<file path="src/design/scc_regs.svh">
// Purpose: register indices, field positions, reset values and constants
// Assumes: AXI4-Lite byte address is four times the register index
// Notes: definitions only, shared by the delay line and the top module
`ifndef SCC_REGS_SVH
`define SCC_REGS_SVH
`define SCC_IDX_REF_CTRL 8'h30
`define SCC_IDX_REF_FLAGS 8'h31
`define SCC_IDX_REF_DELAY 8'h32
`define SCC_IDX_CAL_START 8'h50
`define SCC_IDX_CAL_MODE 8'h57
`define SCC_IDX_LINK_CTRL 8'h60
`define SCC_IDX_DECIM 8'h61
`define SCC_IDX_OFFSET 8'h62
`define SCC_IDX_CAL_STATUS 8'h63
`define SCC_IDX_TIMING_CAL 8'h66
`define SCC_BIT_RCVR_EN 7
`define SCC_BIT_PROC_EN 6
`define SCC_BIT_SEEN_CLR 5
`define SCC_BIT_DIRTY_CLR 4
`define SCC_BIT_SEEN 7
`define SCC_BIT_DIRTY 6
`define SCC_BIT_CAL_START 3
`define SCC_BIT_BG_SEL 0
`define SCC_BIT_CONT_SEL 1
`define SCC_BIT_TIMING_EN 0
`define SCC_BIT_LINK_EN 0
`define SCC_RST_BYTE 8'h00
`define SCC_DLY_TAPS 16
`define SCC_CAL_STATIC_CODE 12'h800
`define SCC_LAST_CORE 3'h4
`define SCC_DEC_BYPASS 3'h0
`define SCC_DEC_4 6'h04
`define SCC_DEC_8 6'h08
`define SCC_DEC_10 6'h0a
`define SCC_DEC_16 6'h10
`define SCC_DEC_20 6'h14
`define SCC_DEC_32 6'h20
`define SCC_DEC_ONE 6'h01
`define SCC_RESP_OKAY 2'h0
`define SCC_RESP_SLVERR 2'h2
`endif

</file>
<file path="src/design/scc_pkg.sv">
// Purpose: shared types of the reference capture and calibration block
// Assumes: nothing beyond the register header
// Notes: types only
package scc_pkg;
    typedef enum logic [1:0] {
        SCC_CAL_IDLE,
        SCC_CAL_FG,
        SCC_CAL_BG
    } scc_cal_state_t;
endpackage

</file>
<file path="src/design/scc_dly_if.sv">
// Purpose: carries the reference pulse into and out of the delay line
// Assumes: one clock domain
// Notes: ctrl side drives the pulse and tap select
`timescale 1ns/1ns
interface scc_dly_if;
    logic pulse_in;
    logic marginal_in;
    logic [3:0] sel;
    logic pulse_out;
    logic marginal_out;
    modport ctrl (output pulse_in, output marginal_in, output sel,
                  input pulse_out, input marginal_out);
    modport line (input pulse_in, input marginal_in, input sel,
                  output pulse_out, output marginal_out);
endinterface

</file>
<file path="src/design/scc_ref_delay.sv">
// Purpose: adjustable delay of the reference pulse and its margin flag
// Assumes: inputs synchronous to aclk
// Notes: select 0 gives two cycles from input to output
`timescale 1ns/1ns
`include "scc_regs.svh"
module scc_ref_delay
    import scc_pkg::*;
(
    input wire logic aclk,
    input wire logic aresetn,
    scc_dly_if.line dly
);
    logic [`SCC_DLY_TAPS-1:0] pulse_q, pulse_d, marg_q, marg_d;
    logic out_q, out_d, mout_q, mout_d;

    always_comb begin
        pulse_d = {pulse_q[`SCC_DLY_TAPS-2:0], dly.pulse_in};
        marg_d = {marg_q[`SCC_DLY_TAPS-2:0], dly.marginal_in};
        out_d = pulse_q[dly.sel];
        mout_d = marg_q[dly.sel];
    end

    always_ff @(posedge aclk) begin
        if (!aresetn) begin
            pulse_q <= '0;
            marg_q <= '0;
            out_q <= 1'b0;
            mout_q <= 1'b0;
        end else begin
            pulse_q <= pulse_d;
            marg_q <= marg_d;
            out_q <= out_d;
            mout_q <= mout_d;
        end
    end

    assign dly.pulse_out = out_q;
    assign dly.marginal_out = mout_q;
endmodule

</file>
<file path="src/design/scc_top.sv">
// Purpose: reference pulse capture monitor and converter calibration control
// Assumes: AXI4-Lite slave, byte address = register index times four
// Notes: long calibration counts are parameters for shorter simulation
// What this block does
// - Delay reference pulse by four-bit select
// - Sticky flag on captured delayed rising edge
// - Sticky flag on setup or hold failure
// - Detect-clear bit clears edge flag
// - Failure-clear bit clears failure flag
// - Separate receiver and processing enable bits
// - Reset oscillator phase during lane alignment outside bypass
// - Bypass outputs raw samples every cycle
// - Other factors output I/Q at divided rate
// - Foreground calibration forces static code, no data
// - Start bit begins calibration, clears itself
// - Calibration ends after fixed cycle count
// - Background: five cores, one offline, swap
// - Background swap period fixed, not programmable
// - Offset adjust ignored in background mode
// - Timing calibration off by default, adds time
// - Captured pulse aligns local multiframe boundary
//
// Our own choice: the AXI4-Lite slave port.
`timescale 1ns/1ns
`include "scc_regs.svh"
module scc_top
    import scc_pkg::*;
#(
    parameter int unsigned CAL_FG_CYCLES = 102000000,
    parameter int unsigned CAL_FG_TIMING_CYCLES = 227000000,
    parameter int unsigned CAL_BG_INIT_CYCLES = 127500000,
    parameter int unsigned CAL_BG_INIT_TIMING_CYCLES = 283750000,
    parameter int unsigned BG_SWAP_CYCLES = 163200000
)
(
    input wire logic aclk,
    input wire logic aresetn,
    input wire logic [9:0] s_axi_awaddr,
    input wire logic s_axi_awvalid,
    output logic s_axi_awready,
    input wire logic [31:0] s_axi_wdata,
    input wire logic [3:0] s_axi_wstrb,
    input wire logic s_axi_wvalid,
    output logic s_axi_wready,
    output logic [1:0] s_axi_bresp,
    output logic s_axi_bvalid,
    input wire logic s_axi_bready,
    input wire logic [9:0] s_axi_araddr,
    input wire logic s_axi_arvalid,
    output logic s_axi_arready,
    output logic [31:0] s_axi_rdata,
    output logic [1:0] s_axi_rresp,
    output logic s_axi_rvalid,
    input wire logic s_axi_rready,
    input wire logic ref_pulse_in,
    input wire logic ref_capture_marginal,
    input wire logic lane_align_phase,
    input wire logic [11:0] raw_sample,
    input wire logic [14:0] ddc_i_in,
    input wire logic [14:0] ddc_q_in,
    output logic ref_receiver_on,
    output logic lmfc_align,
    output logic osc_phase_reset,
    output logic serial_link_enable,
    output logic [4:0] core_online,
    output logic fifth_core_power,
    output logic cal_busy,
    output logic [11:0] sample_out,
    output logic [14:0] iq_i_out,
    output logic [14:0] iq_q_out,
    output logic data_valid
);

    scc_dly_if dly ();

    scc_ref_delay u_delay (
        .aclk(aclk),
        .aresetn(aresetn),
        .dly(dly.line)
    );

    // Register state
    logic [7:0] ctrl_q, ctrl_d;
    logic [3:0] delay_q, delay_d;
    logic [1:0] mode_q, mode_d;
    logic timing_q, timing_d, link_q, link_d;
    logic [2:0] decim_q, decim_d;
    logic [7:0] offset_q, offset_d;
    logic bvalid_q, bvalid_d, rvalid_q, rvalid_d;
    logic [1:0] bresp_q, bresp_d, rresp_q, rresp_d;
    logic [31:0] rdata_q, rdata_d;
    logic wr_fire, rd_fire, start_req;
    logic [7:0] wr_idx, rd_idx, wr_byte, rd_byte;

    assign wr_fire = s_axi_awvalid && s_axi_wvalid && !bvalid_q;
    assign rd_fire = s_axi_arvalid && !rvalid_q;
    assign s_axi_awready = wr_fire;
    assign s_axi_wready = wr_fire;
    assign s_axi_arready = !rvalid_q;
    assign wr_idx = s_axi_awaddr[9:2];
    assign rd_idx = s_axi_araddr[9:2];
    assign wr_byte = s_axi_wdata[7:0];
    assign start_req = wr_fire && s_axi_wstrb[0]
        && wr_idx == `SCC_IDX_CAL_START
        && wr_byte[`SCC_BIT_CAL_START];

    // Capture monitor state
    logic seen_q, seen_d, dirty_q, dirty_d, prev_q, prev_d;
    logic lmfc_q, lmfc_d, edge_seen;

    // Calibration state
    scc_cal_state_t state_q, state_d;
    logic [29:0] cnt_q, cnt_d, swap_q, swap_d;
    logic [2:0] off_q, off_d;
    logic start_q, start_d, bg_sel;

    assign bg_sel = mode_q[`SCC_BIT_BG_SEL] && mode_q[`SCC_BIT_CONT_SEL];

    always_comb begin
        ctrl_d = ctrl_q;
        delay_d = delay_q;
        mode_d = mode_q;
        timing_d = timing_q;
        link_d = link_q;
        decim_d = decim_q;
        offset_d = offset_q;
        bvalid_d = bvalid_q && !s_axi_bready;
        bresp_d = bresp_q;
        if (wr_fire) begin
            bvalid_d = 1'b1;
            bresp_d = `SCC_RESP_OKAY;
            case (wr_idx)
                `SCC_IDX_REF_CTRL: if (s_axi_wstrb[0]) ctrl_d = wr_byte;
                `SCC_IDX_REF_DELAY: if (s_axi_wstrb[0]) delay_d = wr_byte[3:0];
                `SCC_IDX_CAL_MODE: if (s_axi_wstrb[0]) mode_d = wr_byte[1:0];
                `SCC_IDX_TIMING_CAL: if (s_axi_wstrb[0]) begin
                    timing_d = wr_byte[`SCC_BIT_TIMING_EN];
                end
                `SCC_IDX_LINK_CTRL: if (s_axi_wstrb[0]) begin
                    link_d = wr_byte[`SCC_BIT_LINK_EN];
                end
                `SCC_IDX_DECIM: if (s_axi_wstrb[0]) decim_d = wr_byte[2:0];
                `SCC_IDX_OFFSET: if (s_axi_wstrb[0]) offset_d = wr_byte;
                `SCC_IDX_CAL_START, `SCC_IDX_REF_FLAGS,
                `SCC_IDX_CAL_STATUS: bresp_d = `SCC_RESP_OKAY;
                default: bresp_d = `SCC_RESP_SLVERR;
            endcase
        end
    end

    always_comb begin
        rd_byte = `SCC_RST_BYTE;
        rresp_d = rresp_q;
        rdata_d = rdata_q;
        rvalid_d = rvalid_q && !s_axi_rready;
        if (rd_fire) begin
            rvalid_d = 1'b1;
            rresp_d = `SCC_RESP_OKAY;
            case (rd_idx)
                `SCC_IDX_REF_CTRL: rd_byte = ctrl_q;
                `SCC_IDX_REF_FLAGS: rd_byte = {seen_q, dirty_q, 6'h00};
                `SCC_IDX_REF_DELAY: rd_byte = {4'h0, delay_q};
                `SCC_IDX_CAL_START: rd_byte = {4'h0, start_q, 3'h0};
                `SCC_IDX_CAL_MODE: rd_byte = {6'h00, mode_q};
                `SCC_IDX_TIMING_CAL: rd_byte = {7'h00, timing_q};
                `SCC_IDX_LINK_CTRL: rd_byte = {7'h00, link_q};
                `SCC_IDX_DECIM: rd_byte = {5'h00, decim_q};
                `SCC_IDX_OFFSET: rd_byte = offset_q;
                `SCC_IDX_CAL_STATUS: rd_byte = {1'b0, off_q, 2'h0,
                    state_q == SCC_CAL_BG, state_q == SCC_CAL_FG};
                default: rresp_d = `SCC_RESP_SLVERR;
            endcase
            rdata_d = {24'h000000, rd_byte};
        end
    end

    always_ff @(posedge aclk) begin
        if (!aresetn) begin
            ctrl_q <= `SCC_RST_BYTE;
            delay_q <= 4'h0;
            mode_q <= 2'h0;
            timing_q <= 1'b0;
            link_q <= 1'b0;
            decim_q <= `SCC_DEC_BYPASS;
            offset_q <= `SCC_RST_BYTE;
            bvalid_q <= 1'b0;
            bresp_q <= `SCC_RESP_OKAY;
            rvalid_q <= 1'b0;
            rresp_q <= `SCC_RESP_OKAY;
            rdata_q <= 32'h00000000;
        end else begin
            ctrl_q <= ctrl_d;
            delay_q <= delay_d;
            mode_q <= mode_d;
            timing_q <= timing_d;
            link_q <= link_d;
            decim_q <= decim_d;
            offset_q <= offset_d;
            bvalid_q <= bvalid_d;
            bresp_q <= bresp_d;
            rvalid_q <= rvalid_d;
            rresp_q <= rresp_d;
            rdata_q <= rdata_d;
        end
    end

    assign s_axi_bvalid = bvalid_q;
    assign s_axi_bresp = bresp_q;
    assign s_axi_rvalid = rvalid_q;
    assign s_axi_rresp = rresp_q;
    assign s_axi_rdata = rdata_q;

    // Reference pulse capture
    assign dly.pulse_in = ref_pulse_in && ctrl_q[`SCC_BIT_RCVR_EN];
    assign dly.marginal_in = ref_capture_marginal
        && ctrl_q[`SCC_BIT_RCVR_EN];
    assign dly.sel = delay_q;
    assign edge_seen = dly.pulse_out && !prev_q;

    always_comb begin
        prev_d = dly.pulse_out;
        // Clear bit held high keeps the flag low
        seen_d = ctrl_q[`SCC_BIT_SEEN_CLR] ? 1'b0
            : (seen_q || edge_seen);
        dirty_d = ctrl_q[`SCC_BIT_DIRTY_CLR] ? 1'b0
            : (dirty_q || (dly.marginal_out && edge_seen));
        lmfc_d = edge_seen && ctrl_q[`SCC_BIT_PROC_EN];
    end

    always_ff @(posedge aclk) begin
        if (!aresetn) begin
            prev_q <= 1'b0;
            seen_q <= 1'b0;
            dirty_q <= 1'b0;
            lmfc_q <= 1'b0;
        end else begin
            prev_q <= prev_d;
            seen_q <= seen_d;
            dirty_q <= dirty_d;
            lmfc_q <= lmfc_d;
        end
    end

    assign ref_receiver_on = ctrl_q[`SCC_BIT_RCVR_EN];
    assign lmfc_align = lmfc_q;

    // Calibration sequencer
    always_comb begin
        state_d = state_q;
        cnt_d = cnt_q;
        swap_d = swap_q;
        off_d = off_q;
        start_d = start_q;
        unique case (state_q)
            SCC_CAL_IDLE, SCC_CAL_BG: begin
                if (start_req) begin
                    state_d = SCC_CAL_FG;
                    start_d = 1'b1;
                    off_d = 3'h0;
                    if (bg_sel) begin
                        cnt_d = timing_q
                            ? 30'(CAL_BG_INIT_TIMING_CYCLES - 1)
                            : 30'(CAL_BG_INIT_CYCLES - 1);
                    end else begin
                        cnt_d = timing_q
                            ? 30'(CAL_FG_TIMING_CYCLES - 1)
                            : 30'(CAL_FG_CYCLES - 1);
                    end
                end else if (state_q == SCC_CAL_BG) begin
                    if (!bg_sel) begin
                        state_d = SCC_CAL_IDLE;
                        off_d = 3'h0;
                    end else if (swap_q == 30'h0) begin
                        // Offline core rotates; swap period fixed
                        swap_d = 30'(BG_SWAP_CYCLES - 1);
                        off_d = (off_q == `SCC_LAST_CORE) ? 3'h0
                            : 3'(off_q + 3'h1);
                    end else begin
                        swap_d = 30'(swap_q - 30'h1);
                    end
                end
            end
            SCC_CAL_FG: begin
                if (cnt_q == 30'h0) begin
                    start_d = 1'b0;
                    swap_d = 30'(BG_SWAP_CYCLES - 1);
                    state_d = bg_sel ? SCC_CAL_BG : SCC_CAL_IDLE;
                end else begin
                    cnt_d = 30'(cnt_q - 30'h1);
                end
            end
        endcase
    end

    always_ff @(posedge aclk) begin
        if (!aresetn) begin
            state_q <= SCC_CAL_IDLE;
            cnt_q <= 30'h0;
            swap_q <= 30'h0;
            off_q <= 3'h0;
            start_q <= 1'b0;
        end else begin
            state_q <= state_d;
            cnt_q <= cnt_d;
            swap_q <= swap_d;
            off_q <= off_d;
            start_q <= start_d;
        end
    end

    // Four cores serve in idle, none in foreground calibration; fifth powers up in background mode
    always_comb begin
        core_online = 5'h0f;
        if (state_q == SCC_CAL_FG) begin
            core_online = 5'h00;
        end else if (state_q == SCC_CAL_BG) begin
            core_online = 5'h1f & ~(5'h01 << off_q);
        end
    end
    assign fifth_core_power = state_q == SCC_CAL_BG;
    assign cal_busy = state_q == SCC_CAL_FG;
    assign serial_link_enable = link_q;

    // Output data path
    function automatic logic [5:0] scc_factor(input logic [2:0] sel);
        case (sel)
            3'h1: scc_factor = `SCC_DEC_4;
            3'h2: scc_factor = `SCC_DEC_8;
            3'h3: scc_factor = `SCC_DEC_10;
            3'h4: scc_factor = `SCC_DEC_16;
            3'h5: scc_factor = `SCC_DEC_20;
            3'h6: scc_factor = `SCC_DEC_32;
            default: scc_factor = `SCC_DEC_ONE;
        endcase
    endfunction

    logic [5:0] factor, dcnt_q, dcnt_d;
    logic [11:0] adj, smp_q, smp_d;
    logic [14:0] iq_i_q, iq_i_d, iq_q_q, iq_q_d;
    logic valid_q, valid_d, osc_q, osc_d;

    assign factor = scc_factor(decim_q);
    // Offset applies only outside background mode
    assign adj = bg_sel ? raw_sample
        : 12'(raw_sample + {{4{offset_q[7]}}, offset_q});

    always_comb begin
        smp_d = smp_q;
        iq_i_d = iq_i_q;
        iq_q_d = iq_q_q;
        valid_d = 1'b0;
        dcnt_d = dcnt_q;
        osc_d = lane_align_phase && factor != `SCC_DEC_ONE;
        if (state_q == SCC_CAL_FG) begin
            smp_d = `SCC_CAL_STATIC_CODE;
            iq_i_d = 15'h0000;
            iq_q_d = 15'h0000;
            dcnt_d = 6'h00;
        end else if (factor == `SCC_DEC_ONE) begin
            smp_d = adj;
            valid_d = 1'b1;
            dcnt_d = 6'h00;
        end else if (dcnt_q == 6'h00) begin
            iq_i_d = ddc_i_in;
            iq_q_d = ddc_q_in;
            valid_d = 1'b1;
            dcnt_d = 6'(factor - 6'h01);
        end else begin
            dcnt_d = 6'(dcnt_q - 6'h01);
        end
    end

    always_ff @(posedge aclk) begin
        if (!aresetn) begin
            smp_q <= 12'h000;
            iq_i_q <= 15'h0000;
            iq_q_q <= 15'h0000;
            valid_q <= 1'b0;
            dcnt_q <= 6'h00;
            osc_q <= 1'b0;
        end else begin
            smp_q <= smp_d;
            iq_i_q <= iq_i_d;
            iq_q_q <= iq_q_d;
            valid_q <= valid_d;
            dcnt_q <= dcnt_d;
            osc_q <= osc_d;
        end
    end

    assign sample_out = smp_q;
    assign iq_i_out = iq_i_q;
    assign iq_q_out = iq_q_q;
    assign data_valid = valid_q;
    assign osc_phase_reset = osc_q;
endmodule

</file>
<file path="config.mk">
export PLATFORM = sky130hd
export DESIGN_NAME = scc_top
export DESIGN_NICKNAME = d
export VERILOG_FILES = /design/src/design/scc_pkg.sv /design/src/design/scc_dly_if.sv /design/src/design/scc_ref_delay.sv /design/src/design/scc_top.sv
export VERILOG_INCLUDE_DIRS = /design/src /design/src/design
export SDC_FILE = /design/constraint.sdc
export NUM_CORES = 1
export LEC_CHECK = 0
export ABC_AREA = 1
export ABC_CLOCK_PERIOD_IN_PS = 2400
export CORE_ASPECT_RATIO = 1.5
export CORE_MARGIN = 2
export CORE_UTILIZATION = 55
export DETAILED_ROUTE_END_ITERATION = 7
export DONT_BUFFER_PORTS = 1
export PLACE_DENSITY = 0.77
export SYNTH_ARGS = -nofsm -noshare
export SYNTH_HDL_FRONTEND = slang
export SYNTH_SLANG_ARGS = --single-unit
</file>
<file path="constraint.sdc">
create_clock -name aclk -period 2.4 [get_ports aclk]
set_input_delay 0.48 -clock aclk [delete_from_list [all_inputs] [get_ports aclk]]
set_output_delay 0.48 -clock aclk [all_outputs]
set_load 0.05 [all_outputs]
</file>
==> results of run 1 <==
-- synth_stat cells, types with 2 or more instances --
| master | n |
|---|---|
| nand3_1 | 88 |
| ha_1 | 28 |
| a21oi_2 | 2 |
| a21oi_1 | 93 |
| buf_2 | 12 |
| o21ai_0 | 102 |
| nand2_4 | 4 |
| a211oi_1 | 25 |
| dfxtp_1 | 193 |
| or2_2 | 13 |
| nand3_2 | 2 |
| clkbuf_1 | 30 |
| inv_1 | 165 |
| o21ai_1 | 7 |
| nor4_1 | 2 |
| nor2_2 | 11 |
| nand4_1 | 31 |
| nand3b_1 | 4 |
| xnor2_1 | 9 |
| o211ai_1 | 10 |
| buf_4 | 29 |
| nor2_4 | 5 |
| a21o_1 | 2 |
| buf_6 | 6 |
| nor3_1 | 18 |
| o22ai_1 | 4 |
| nand2_2 | 3 |
| buf_1 | 2 |
| o221ai_1 | 5 |
| inv_2 | 5 |
| a31oi_1 | 7 |
| nor2_1 | 294 |
| nand2_1 | 375 |
| xor2_1 | 10 |
| o21a_1 | 3 |
-- cell type report --
class	instances	share of cell area
clock inverter	13	0.00914
tap	256	0.0282
clock buffer	19	0.0399
sequential	193	0.340
inverter	171	0.0566
multi-input combinational	1194	0.505
timing repair buffer	28	0.0207
-- state kept, by name, indices dropped and copies added (netlist names), 4 cells and up --
name,count
iq_i_out,15
sample_out,12
u_delay.marg_q,16
offset_q,8
s_axi_rdata,8
iq_q_out,15
ctrl_q,8
cnt_q,30
delay_q,4
u_delay.pulse_q,16
swap_q,30
dcnt_q,6
-- routing by layer --
layer,up-vias,routed length (um)
li1,5137,-
met1,4664,10800
met2,304,14300
met3,69,1250
met4,0,976
met5,-,0
-- kinds of logic after synthesis --
family | after synthesis | share of synthesized area
simple gates | 855 | 0.340
compound gates | 265 | 0.140
buf+inv | 250 | 0.104
flops | 193 | 0.364
fa+ha+maj | 29 | 0.0349
xor+xnor | 19 | 0.0157
other cells | 1 | 0.000353
-- worst reg2reg max path: stages, from the launching register on --
cell and delay [ns]:
dfxtp_1 0.31, inv_1 0.11, ha_1 0.30, nand2_1 0.14, nor2_2 0.27, nand4_1 0.26
nand2_1 0.23, nand3_1 0.13, nand2_1 0.14, nor2_1 0.06
-- path summary, 6_finish.rpt --
kind	from	end	slack, ns
min	lane_align_phase	osc_phase_reset$_SDFF_PN0_	0.14
max reg2reg	swap_q[0]$_SDFFE_PN0P_	swap_q[26]$_SDFFE_PN0P_	0.35
min reg2reg	u_delay.marg_q[14]$_SDFF_PN0_	u_delay.marg_q[15]$_SDFF_PN0_	0.43
max	state_q[0]$_SDFFE_PN0P_	core_online[3]	0.11
-- power groups by stage --
stage,Clock (mW),Sequential (mW),Combinational [mW]
after floorplan,0,3.37,0.287
after CTS,2.75,3.29,0.294
after global placement,0,3.36,0.289
final,2.72,3.29,0.295
after detailed placement,0,3.36,0.293
after global routing,2.87,3.29,0.323
==> results.py, run 1 <==
metrics = {
    "clocking": {
        "clock_sinks": 193,
        "worstSkewPairLatency_ns": 0.45,
        "numCtsBuffers": 17,
        "postCtsHoldBufs": 0,
        "post_cts_resize_count": 0,
        "clockRootBuffer": "clkbuf_16",
        "h-tree-depth": 4,
        "cts.clk_slew.worst_paths_ns": 0.07,
        "ctsLongestPathBuffers": 2,
        "post-cts-setup-buffers": 0,
        "cts_tree": "yes",
    },
    "logic_synthesis": {
        "ys_ff_latch": 193,
        "synth.distinct_cells": 48,
        "synthesis.area_um2": 10600,
        "synth_area_per_cell_um2": 6.58,
        "ys_async_sr_fraction": 0,
        "yosysWarnings": 0,
        "synth_area_leader_cell": "dfxtp_1",
        "synth_edf_count": 0,
        "syn-instance-count": 1612,
        "ys.flop_type": "dfxtp_1",
        "synthTopCellsByArea": "dfxtp_1 (36%), nand2_1 (13%), nor2_1 (10%)",
        "synth_top_area_frac": 0.364,
        "synth_seq_area_share": 0.364,
    },
    "worst_hold_path": {
        "hold-path-cell-count": 2,
        "min_path_type": "in2reg",
    },
    "critical_path": {
        "criticalPathCategory": "reg2out",
        "critPathMaxFanout": 24,
        "cp.buffers_inverters": 4,
        "worstPathArrival_ns": 1.81,
        "r2r_cells": 9,
        "path_common_cell": "inv_1",
        "start_kind": "flop",
        "critPathRequiredTime_ns": 1.92,
        "cp-end-kind": "output pin",
        "crit_family": "buffers and inverters",
        "worst_path_max_delay_cell": "inv_2",
        "cp_cell_sequence": "inv_1 -> nor2_4 -> inv_2 -> nand2_1 -> inv_1 -> buf_12",
        "max_stage_delay_ns": 0.35,
        "path_depth": 6,
    },
    "global_routing": {
        "use_met2": 0.498,
        "grt_first_pass_wirelength_um": 45100,
        "busiest_layer": "met2",
        "grt_max_degree": 76,
        "grt_use_met3": 0.0446,
        "track_usage": 0.267,
        "grt_pass1_vias": 9532,
        "grt.met1_usage": 0.294,
        "antenna_found_initial": 0,
        "overflow": 0,
    },
    "sta": {
        "finalCritPeriodShare": 0.956,
        "worst_slack_ns": 0.106,
        "setup_tns_ns": 0,
        "rsz0062_at_grt": "no",
        "skew_ns": 0.0141,
        "max_slew_margin": 0.436,
        "min_period_ns": 2.29,
        "setup_viol": 0,
        "final_hold_viol_count": 0,
        "drv_slew": 0,
        "holdWs_ns": 0.141,
        "worst_pin_slew_ns": 0.846,
        "fmax_mhz": 436,
    },
    "power": {
        "p_int_mw": 4.68,
        "p_switching_mw": 1.63,
        "power_mw": 6.31,
        "swShare": 0.258,
        "pwr-share-seq": 0.521,
        "powerDensity_nw_per_um2": 555,
        "clkPwrFrac": 0.432,
        "power_leakage_nw": 5.34,
        "ir_worst_vdd_v": 0.000449,
        "power_frac_comb": 0.047,
    },
    "layout": {
        "fin_util": 0.598,
        "antennaDiodeCount": 0,
        "syn2layout_area_growth_pct": 7.05,
        "fillers": 1803,
        "final_cell_mix": "nand2_1 (375), nor2_1 (293), dfxtp_1 (193), inv_1 (164), o21ai_0 (102)",
        "drive_above_1_share": 0.0686,
        "layoutNonFillerInstCount": 1874,
        "final_area_um2": 11400,
        "multi_input_area_um2": 5740,
        "final_common_cell": "nand2_1",
        "nets": 1742,
        "regArea_um2": 3860,
    },
    "placement": {
        "place_hpwl_um": 19800,
        "gp_congestion": 0.972,
        "pre_cts_ws_ns": 0.342,
        "post_dp_cell_area_um2": 10800,
        "placed_cells": 1842,
        "portBuffers": 0,
    },
    "drt": {
        "via_count": 10200,
        "via_per_inst": 5.43,
        "drt-total-wl_um": 27300,
        "drtIter0Drc": 666,
        "drc": 0,
        "ant_nets": 0,
        "dr.pass1.iters": 7,
        "wl_per_cell_um": 14.6,
    },
    "floorplanning": {
        "die_area_um2": 20400,
        "core_area_um2": 19000,
        "placementRows": 62,
        "start_util": 0.558,
        "io_pins": 203,
        "die_h_um": 174,
        "chipWidth_um": 117,
    },
    "status": {
        "outcome": "completed",
    },
    "flow_run": {
        "cap_viol_max_count": 0,
    },
}
Power figures use the tool's default switching activity.
==> run 2: changes to the inputs <==
- CORE_MARGIN: 2 -> 4
==> results.py, run 2 (synthesis results as in run 1) <==
metrics = {
    "status": {
        "outcome": "completed",
    },
    "power": {
        "clkPwrFrac": 0.442,
        "swShare": 0.250,
        "p_int_mw": 4.82,
        "pwr-share-seq": 0.513,
        "powerDensity_nw_per_um2": 562,
        "p_switching_mw": 1.61,
        "power_leakage_nw": 5.38,
        "ir_worst_vdd_v": 0.000459,
        "power_frac_comb": 0.045,
    },
    "clocking": {
        "worstSkewPairLatency_ns": 0.44,
        "postCtsHoldBufs": 0,
        "clockRootBuffer": "clkbuf_16",
        "numCtsBuffers": 17,
        "cts.clk_slew.worst_paths_ns": 0.07,
        "ctsLongestPathBuffers": 2,
        "post_cts_resize_count": 0,
        "post-cts-setup-buffers": 0,
        "h-tree-depth": 4,
        "clock_sinks": 193,
        "cts_tree": "yes",
    },
    "layout": {
        "nets": 1746,
        "final_cell_mix": "nand2_1 (375), nor2_1 (293), dfxtp_1 (193), inv_1 (164), o21ai_0 (102)",
        "fillers": 1829,
        "final_common_cell": "nand2_1",
        "syn2layout_area_growth_pct": 7.64,
        "drive_above_1_share": 0.0709,
        "top_regs": "cnt_q: 30 flops, swap_q: 30 flops",
    },
    "global_routing": {
        "grt_pass1_vias": 9347,
        "grt_first_pass_wirelength_um": 44400,
        "antenna_found_initial": 2,
        "track_usage": 0.252,
        "grt_max_degree": 76,
        "overflow": 0,
    },
    "critical_path": {
        "critPathMaxFanout": 33,
        "criticalPathCategory": "reg2out",
        "cp-end-kind": "output pin",
        "worstPathArrival_ns": 1.81,
        "critPathRequiredTime_ns": 1.92,
        "start_kind": "flop",
    },
    "drt": {
        "via_count": 10100,
        "wl_per_cell_um": 14.7,
        "via_per_inst": 5.38,
        "drc": 0,
        "drt-total-wl_um": 27600,
        "drtIter0Drc": 577,
        "ant_nets": 0,
        "dr.pass1.iters": 5,
    },
    "sta": {
        "worst_pin_slew_ns": 0.875,
        "max_slew_margin": 0.417,
        "fmax_mhz": 437,
        "setup_tns_ns": 0,
        "final_hold_viol_count": 0,
        "finalCritPeriodShare": 0.954,
        "drv_slew": 0,
        "min_period_ns": 2.29,
        "holdWs_ns": 0.153,
        "skew_ns": 0.00727,
        "setup_viol": 0,
        "rsz0062_at_grt": "no",
    },
    "floorplanning": {
        "die_h_um": 178,
        "core_area_um2": 19100,
        "chipWidth_um": 121,
        "start_util": 0.556,
        "placementRows": 62,
        "io_pins": 203,
        "die_area_um2": 21600,
    },
    "worst_hold_path": {
        "min_path_type": "in2reg",
    },
    "placement": {
        "place_hpwl_um": 20600,
        "portBuffers": 0,
        "gp_congestion": 0.915,
    },
    "flow_run": {
        "cap_viol_max_count": 0,
    },
}
[run 2: cell count changes in the layout (fill, tap and decap cells not counted), sizes merged]
cell,change
buf,+4
bufinv,+2
clkbuf,-2
clkinv,+5
clkinvlp,-3
diode,+2
inv,-2
[run 2: area by class of cell]
class	instances	area, um2	area share
multi-input combinational	1194	5740	0.503
sequential	193	3860	0.338
inverter	171	643	0.0563
clock buffer	17	425	0.0372
tap	256	320	0.0280
timing repair buffer	32	265	0.0232
clock inverter	15	159	0.0139
antenna	2	5.00	0.000438
[run 2: per-stage QoR]
step	instance area, um2	setup slack (ns)	cells	power (mW)	utilization
floorplan	10700	0.0989	1637	3.65	-
global placement	10800	0.276	1846	3.65	0.568
detailed placement	10800	0.216	1846	3.65	0.568
CTS	11400	0.0987	1878	6.47	0.598
global route	11400	0.0575	1880	6.62	0.598
finish	11400	0.111	1880	6.42	0.598
[run 2: final timing paths]
check,cells past startpoint,to,slack [ns],start
hold / removal,2,osc_phase_reset$_SDFF_PN0_,0.15,lane_align_phase
setup / recovery,5,core_online[0],0.11,state_q[0]$_SDFFE_PN0P_
setup reg to reg,10,off_q[1]$_SDFFE_PN0P_,0.42,swap_q[0]$_SDFFE_PN0P_
hold reg to reg,2,u_delay.marg_q[5]$_SDFF_PN0_,0.43,u_delay.marg_q[4]$_SDFF_PN0_
[run 2: critical path, stage by stage, from the launching register on]
cell	delay (ns)
dfxtp_1	0.34
inv_1	0.18
nor2_4	0.09
buf_12	0.20
a31oi_1	0.29
buf_4	0.26
[run 2: metal layers]
layer	part of all wire	global-route usage	wire length, um	vias up
met5	0	0	0	-
met4	0.033	0.111	908	0
met3	0.058	0.0508	1610	69
met2	0.53	0.475	14600	309
met1	0.38	0.268	10500	4599
li1	-	-	-	5140
[run 2: power by group through the flow]
stage	combinational (mW)	sequential, mW	clock (mW)
after CTS	0.289	3.29	2.89
final	0.289	3.29	2.84
after global placement	0.284	3.37	0
after detailed placement	0.287	3.37	0
after floorplan	0.287	3.37	0
after global routing	0.316	3.29	3.01
==> run 3: changes to the inputs <==
- MAX_ROUTING_LAYER: not set -> met4
==> results.py, run 3 (synthesis results as in run 1) <==
metrics = {
    "clocking": {
        "post_cts_resize_count": 0,
        "numCtsBuffers": 17,
        "cts.clk_slew.worst_paths_ns": 0.07,
        "post-cts-setup-buffers": 0,
        "h-tree-depth": 4,
        "cts_tree": "yes",
        "worstSkewPairLatency_ns": 0.44,
        "ctsLongestPathBuffers": 2,
        "clock_sinks": 193,
        "clockRootBuffer": "clkbuf_16",
        "postCtsHoldBufs": 0,
    },
    "critical_path": {
        "r2r_cells": 6,
        "cp-end-kind": "output pin",
        "r2r_start": "decim_q[0]$_SDFFE_PN0P_",
        "r2r_setup_slack_ns": 0.34,
        "critPathRequiredTime_ns": 1.92,
        "criticalPathCategory": "reg2out",
        "endpoint": "core_online[0]",
        "start_kind": "flop",
        "crit_path_start": "off_q[0]$_SDFFE_PN0P_",
        "reg2reg_to": "dcnt_q[2]$_SDFF_PP0_",
        "worstPathArrival_ns": 1.81,
        "critPathMaxFanout": 5,
    },
    "sta": {
        "setup_viol": 0,
        "worst_pin_slew_ns": 0.880,
        "setup_tns_ns": 0,
        "final_hold_viol_count": 0,
        "max_slew_margin": 0.414,
        "rsz0062_at_grt": "no",
        "min_period_ns": 2.29,
        "drv_slew": 0,
        "finalCritPeriodShare": 0.952,
        "skew_ns": 0.00725,
        "worst_slack_ns": 0.114,
        "fmax_mhz": 437,
        "holdWs_ns": 0.155,
    },
    "drt": {
        "dr.pass1.iters": 5,
        "drc": 0,
        "ant_nets": 0,
        "via_per_inst": 5.40,
        "drtIter0Drc": 638,
        "drt-total-wl_um": 27700,
        "via_count": 10100,
        "wl_per_cell_um": 14.8,
    },
    "flow_run": {
        "cap_viol_max_count": 0,
    },
    "layout": {
        "fin_util": 0.599,
        "final_area_um2": 11400,
        "layoutNonFillerInstCount": 1878,
        "drive_above_1_share": 0.0697,
        "nets": 1745,
        "fillers": 1863,
        "syn2layout_area_growth_pct": 7.82,
        "final_cell_mix": "nand2_1 (375), nor2_1 (293), dfxtp_1 (193), inv_1 (164), o21ai_0 (102)",
        "multi_input_area_um2": 5740,
        "final_common_cell": "nand2_1",
        "top_regs": "cnt_q: 30 flops, swap_q: 30 flops",
        "regArea_um2": 3860,
    },
    "floorplanning": {
        "io_pins": 203,
        "die_h_um": 178,
        "chipWidth_um": 121,
        "placementRows": 62,
        "core_area_um2": 19100,
        "start_util": 0.556,
        "die_area_um2": 21600,
    },
    "power": {
        "ir_worst_vdd_v": 0.000418,
        "power_leakage_nw": 5.38,
        "powerDensity_nw_per_um2": 570,
        "power_mw": 6.52,
    },
    "placement": {
        "gp_congestion": 0.934,
        "place_hpwl_um": 20600,
        "portBuffers": 0,
        "pre_cts_ws_ns": 0.303,
        "placed_cells": 1845,
        "post_dp_cell_area_um2": 10800,
    },
    "global_routing": {
        "grt_pass1_vias": 9654,
        "antenna_found_initial": 1,
        "overflow": 0,
        "grt_max_degree": 76,
        "track_usage": 0.264,
        "grt_first_pass_wirelength_um": 44900,
    },
    "worst_hold_path": {
        "min_from": "ref_pulse_in",
        "min_path_type": "in2reg",
    },
    "status": {
        "outcome": "completed",
    },
}
[run 3: worst min path at each step]
stage / to / slack, ns / cells past startpoint
finish: u_delay.pulse_q[0]$_SDFF_PN0_ / 0.15 / 2
global route: u_delay.pulse_q[0]$_SDFF_PN0_ / 0.14 / 2
CTS: u_delay.pulse_q[0]$_SDFF_PN0_ / 0.14 / 2
detailed placement: u_delay.marg_q[2]$_SDFF_PN0_ / 0.42 / 2
global placement: u_delay.marg_q[10]$_SDFF_PN0_ / 0.41 / 2
floorplan: u_delay.marg_q[11]$_SDFF_PN0_ / 0.41 / 2
[run 3: power breakdown]
part | leakage (nW) | switching [mW] | internal, mW
sequential | 1.56 | 0.0733 | 3.22
combinational | 3.53 | 0.233 | 0.0568
clock | 0.289 | 1.24 | 1.70
total | 5.38 | 1.55 | 4.97
[run 3: layout make-up]
type	count	area share
Timing Repair Buffer	31	0.0225
Clock buffer	20	0.0399
Sequential cell	193	0.338
Clock inverter	12	0.0137
Multi-Input combinational cell	1194	0.502
Inverter	171	0.0562
Tap cell	256	0.0280
Antenna cell	1	0.000219
[run 3: metal layers]
metal  up-vias  track usage  share of wire
met3        72       0.0466          0.051
met4         0        0.125          0.035
li1       5132            -              -
met2       297        0.485           0.53
met1      4635        0.268           0.38
met5         -            -              0
[run 3: worst max-delay path: stages, from the launching register on]
cell and delay [ns]:
dfxtp_1 0.46, inv_1 0.12, ha_1 0.23, a31oi_1 0.29, buf_4 0.26
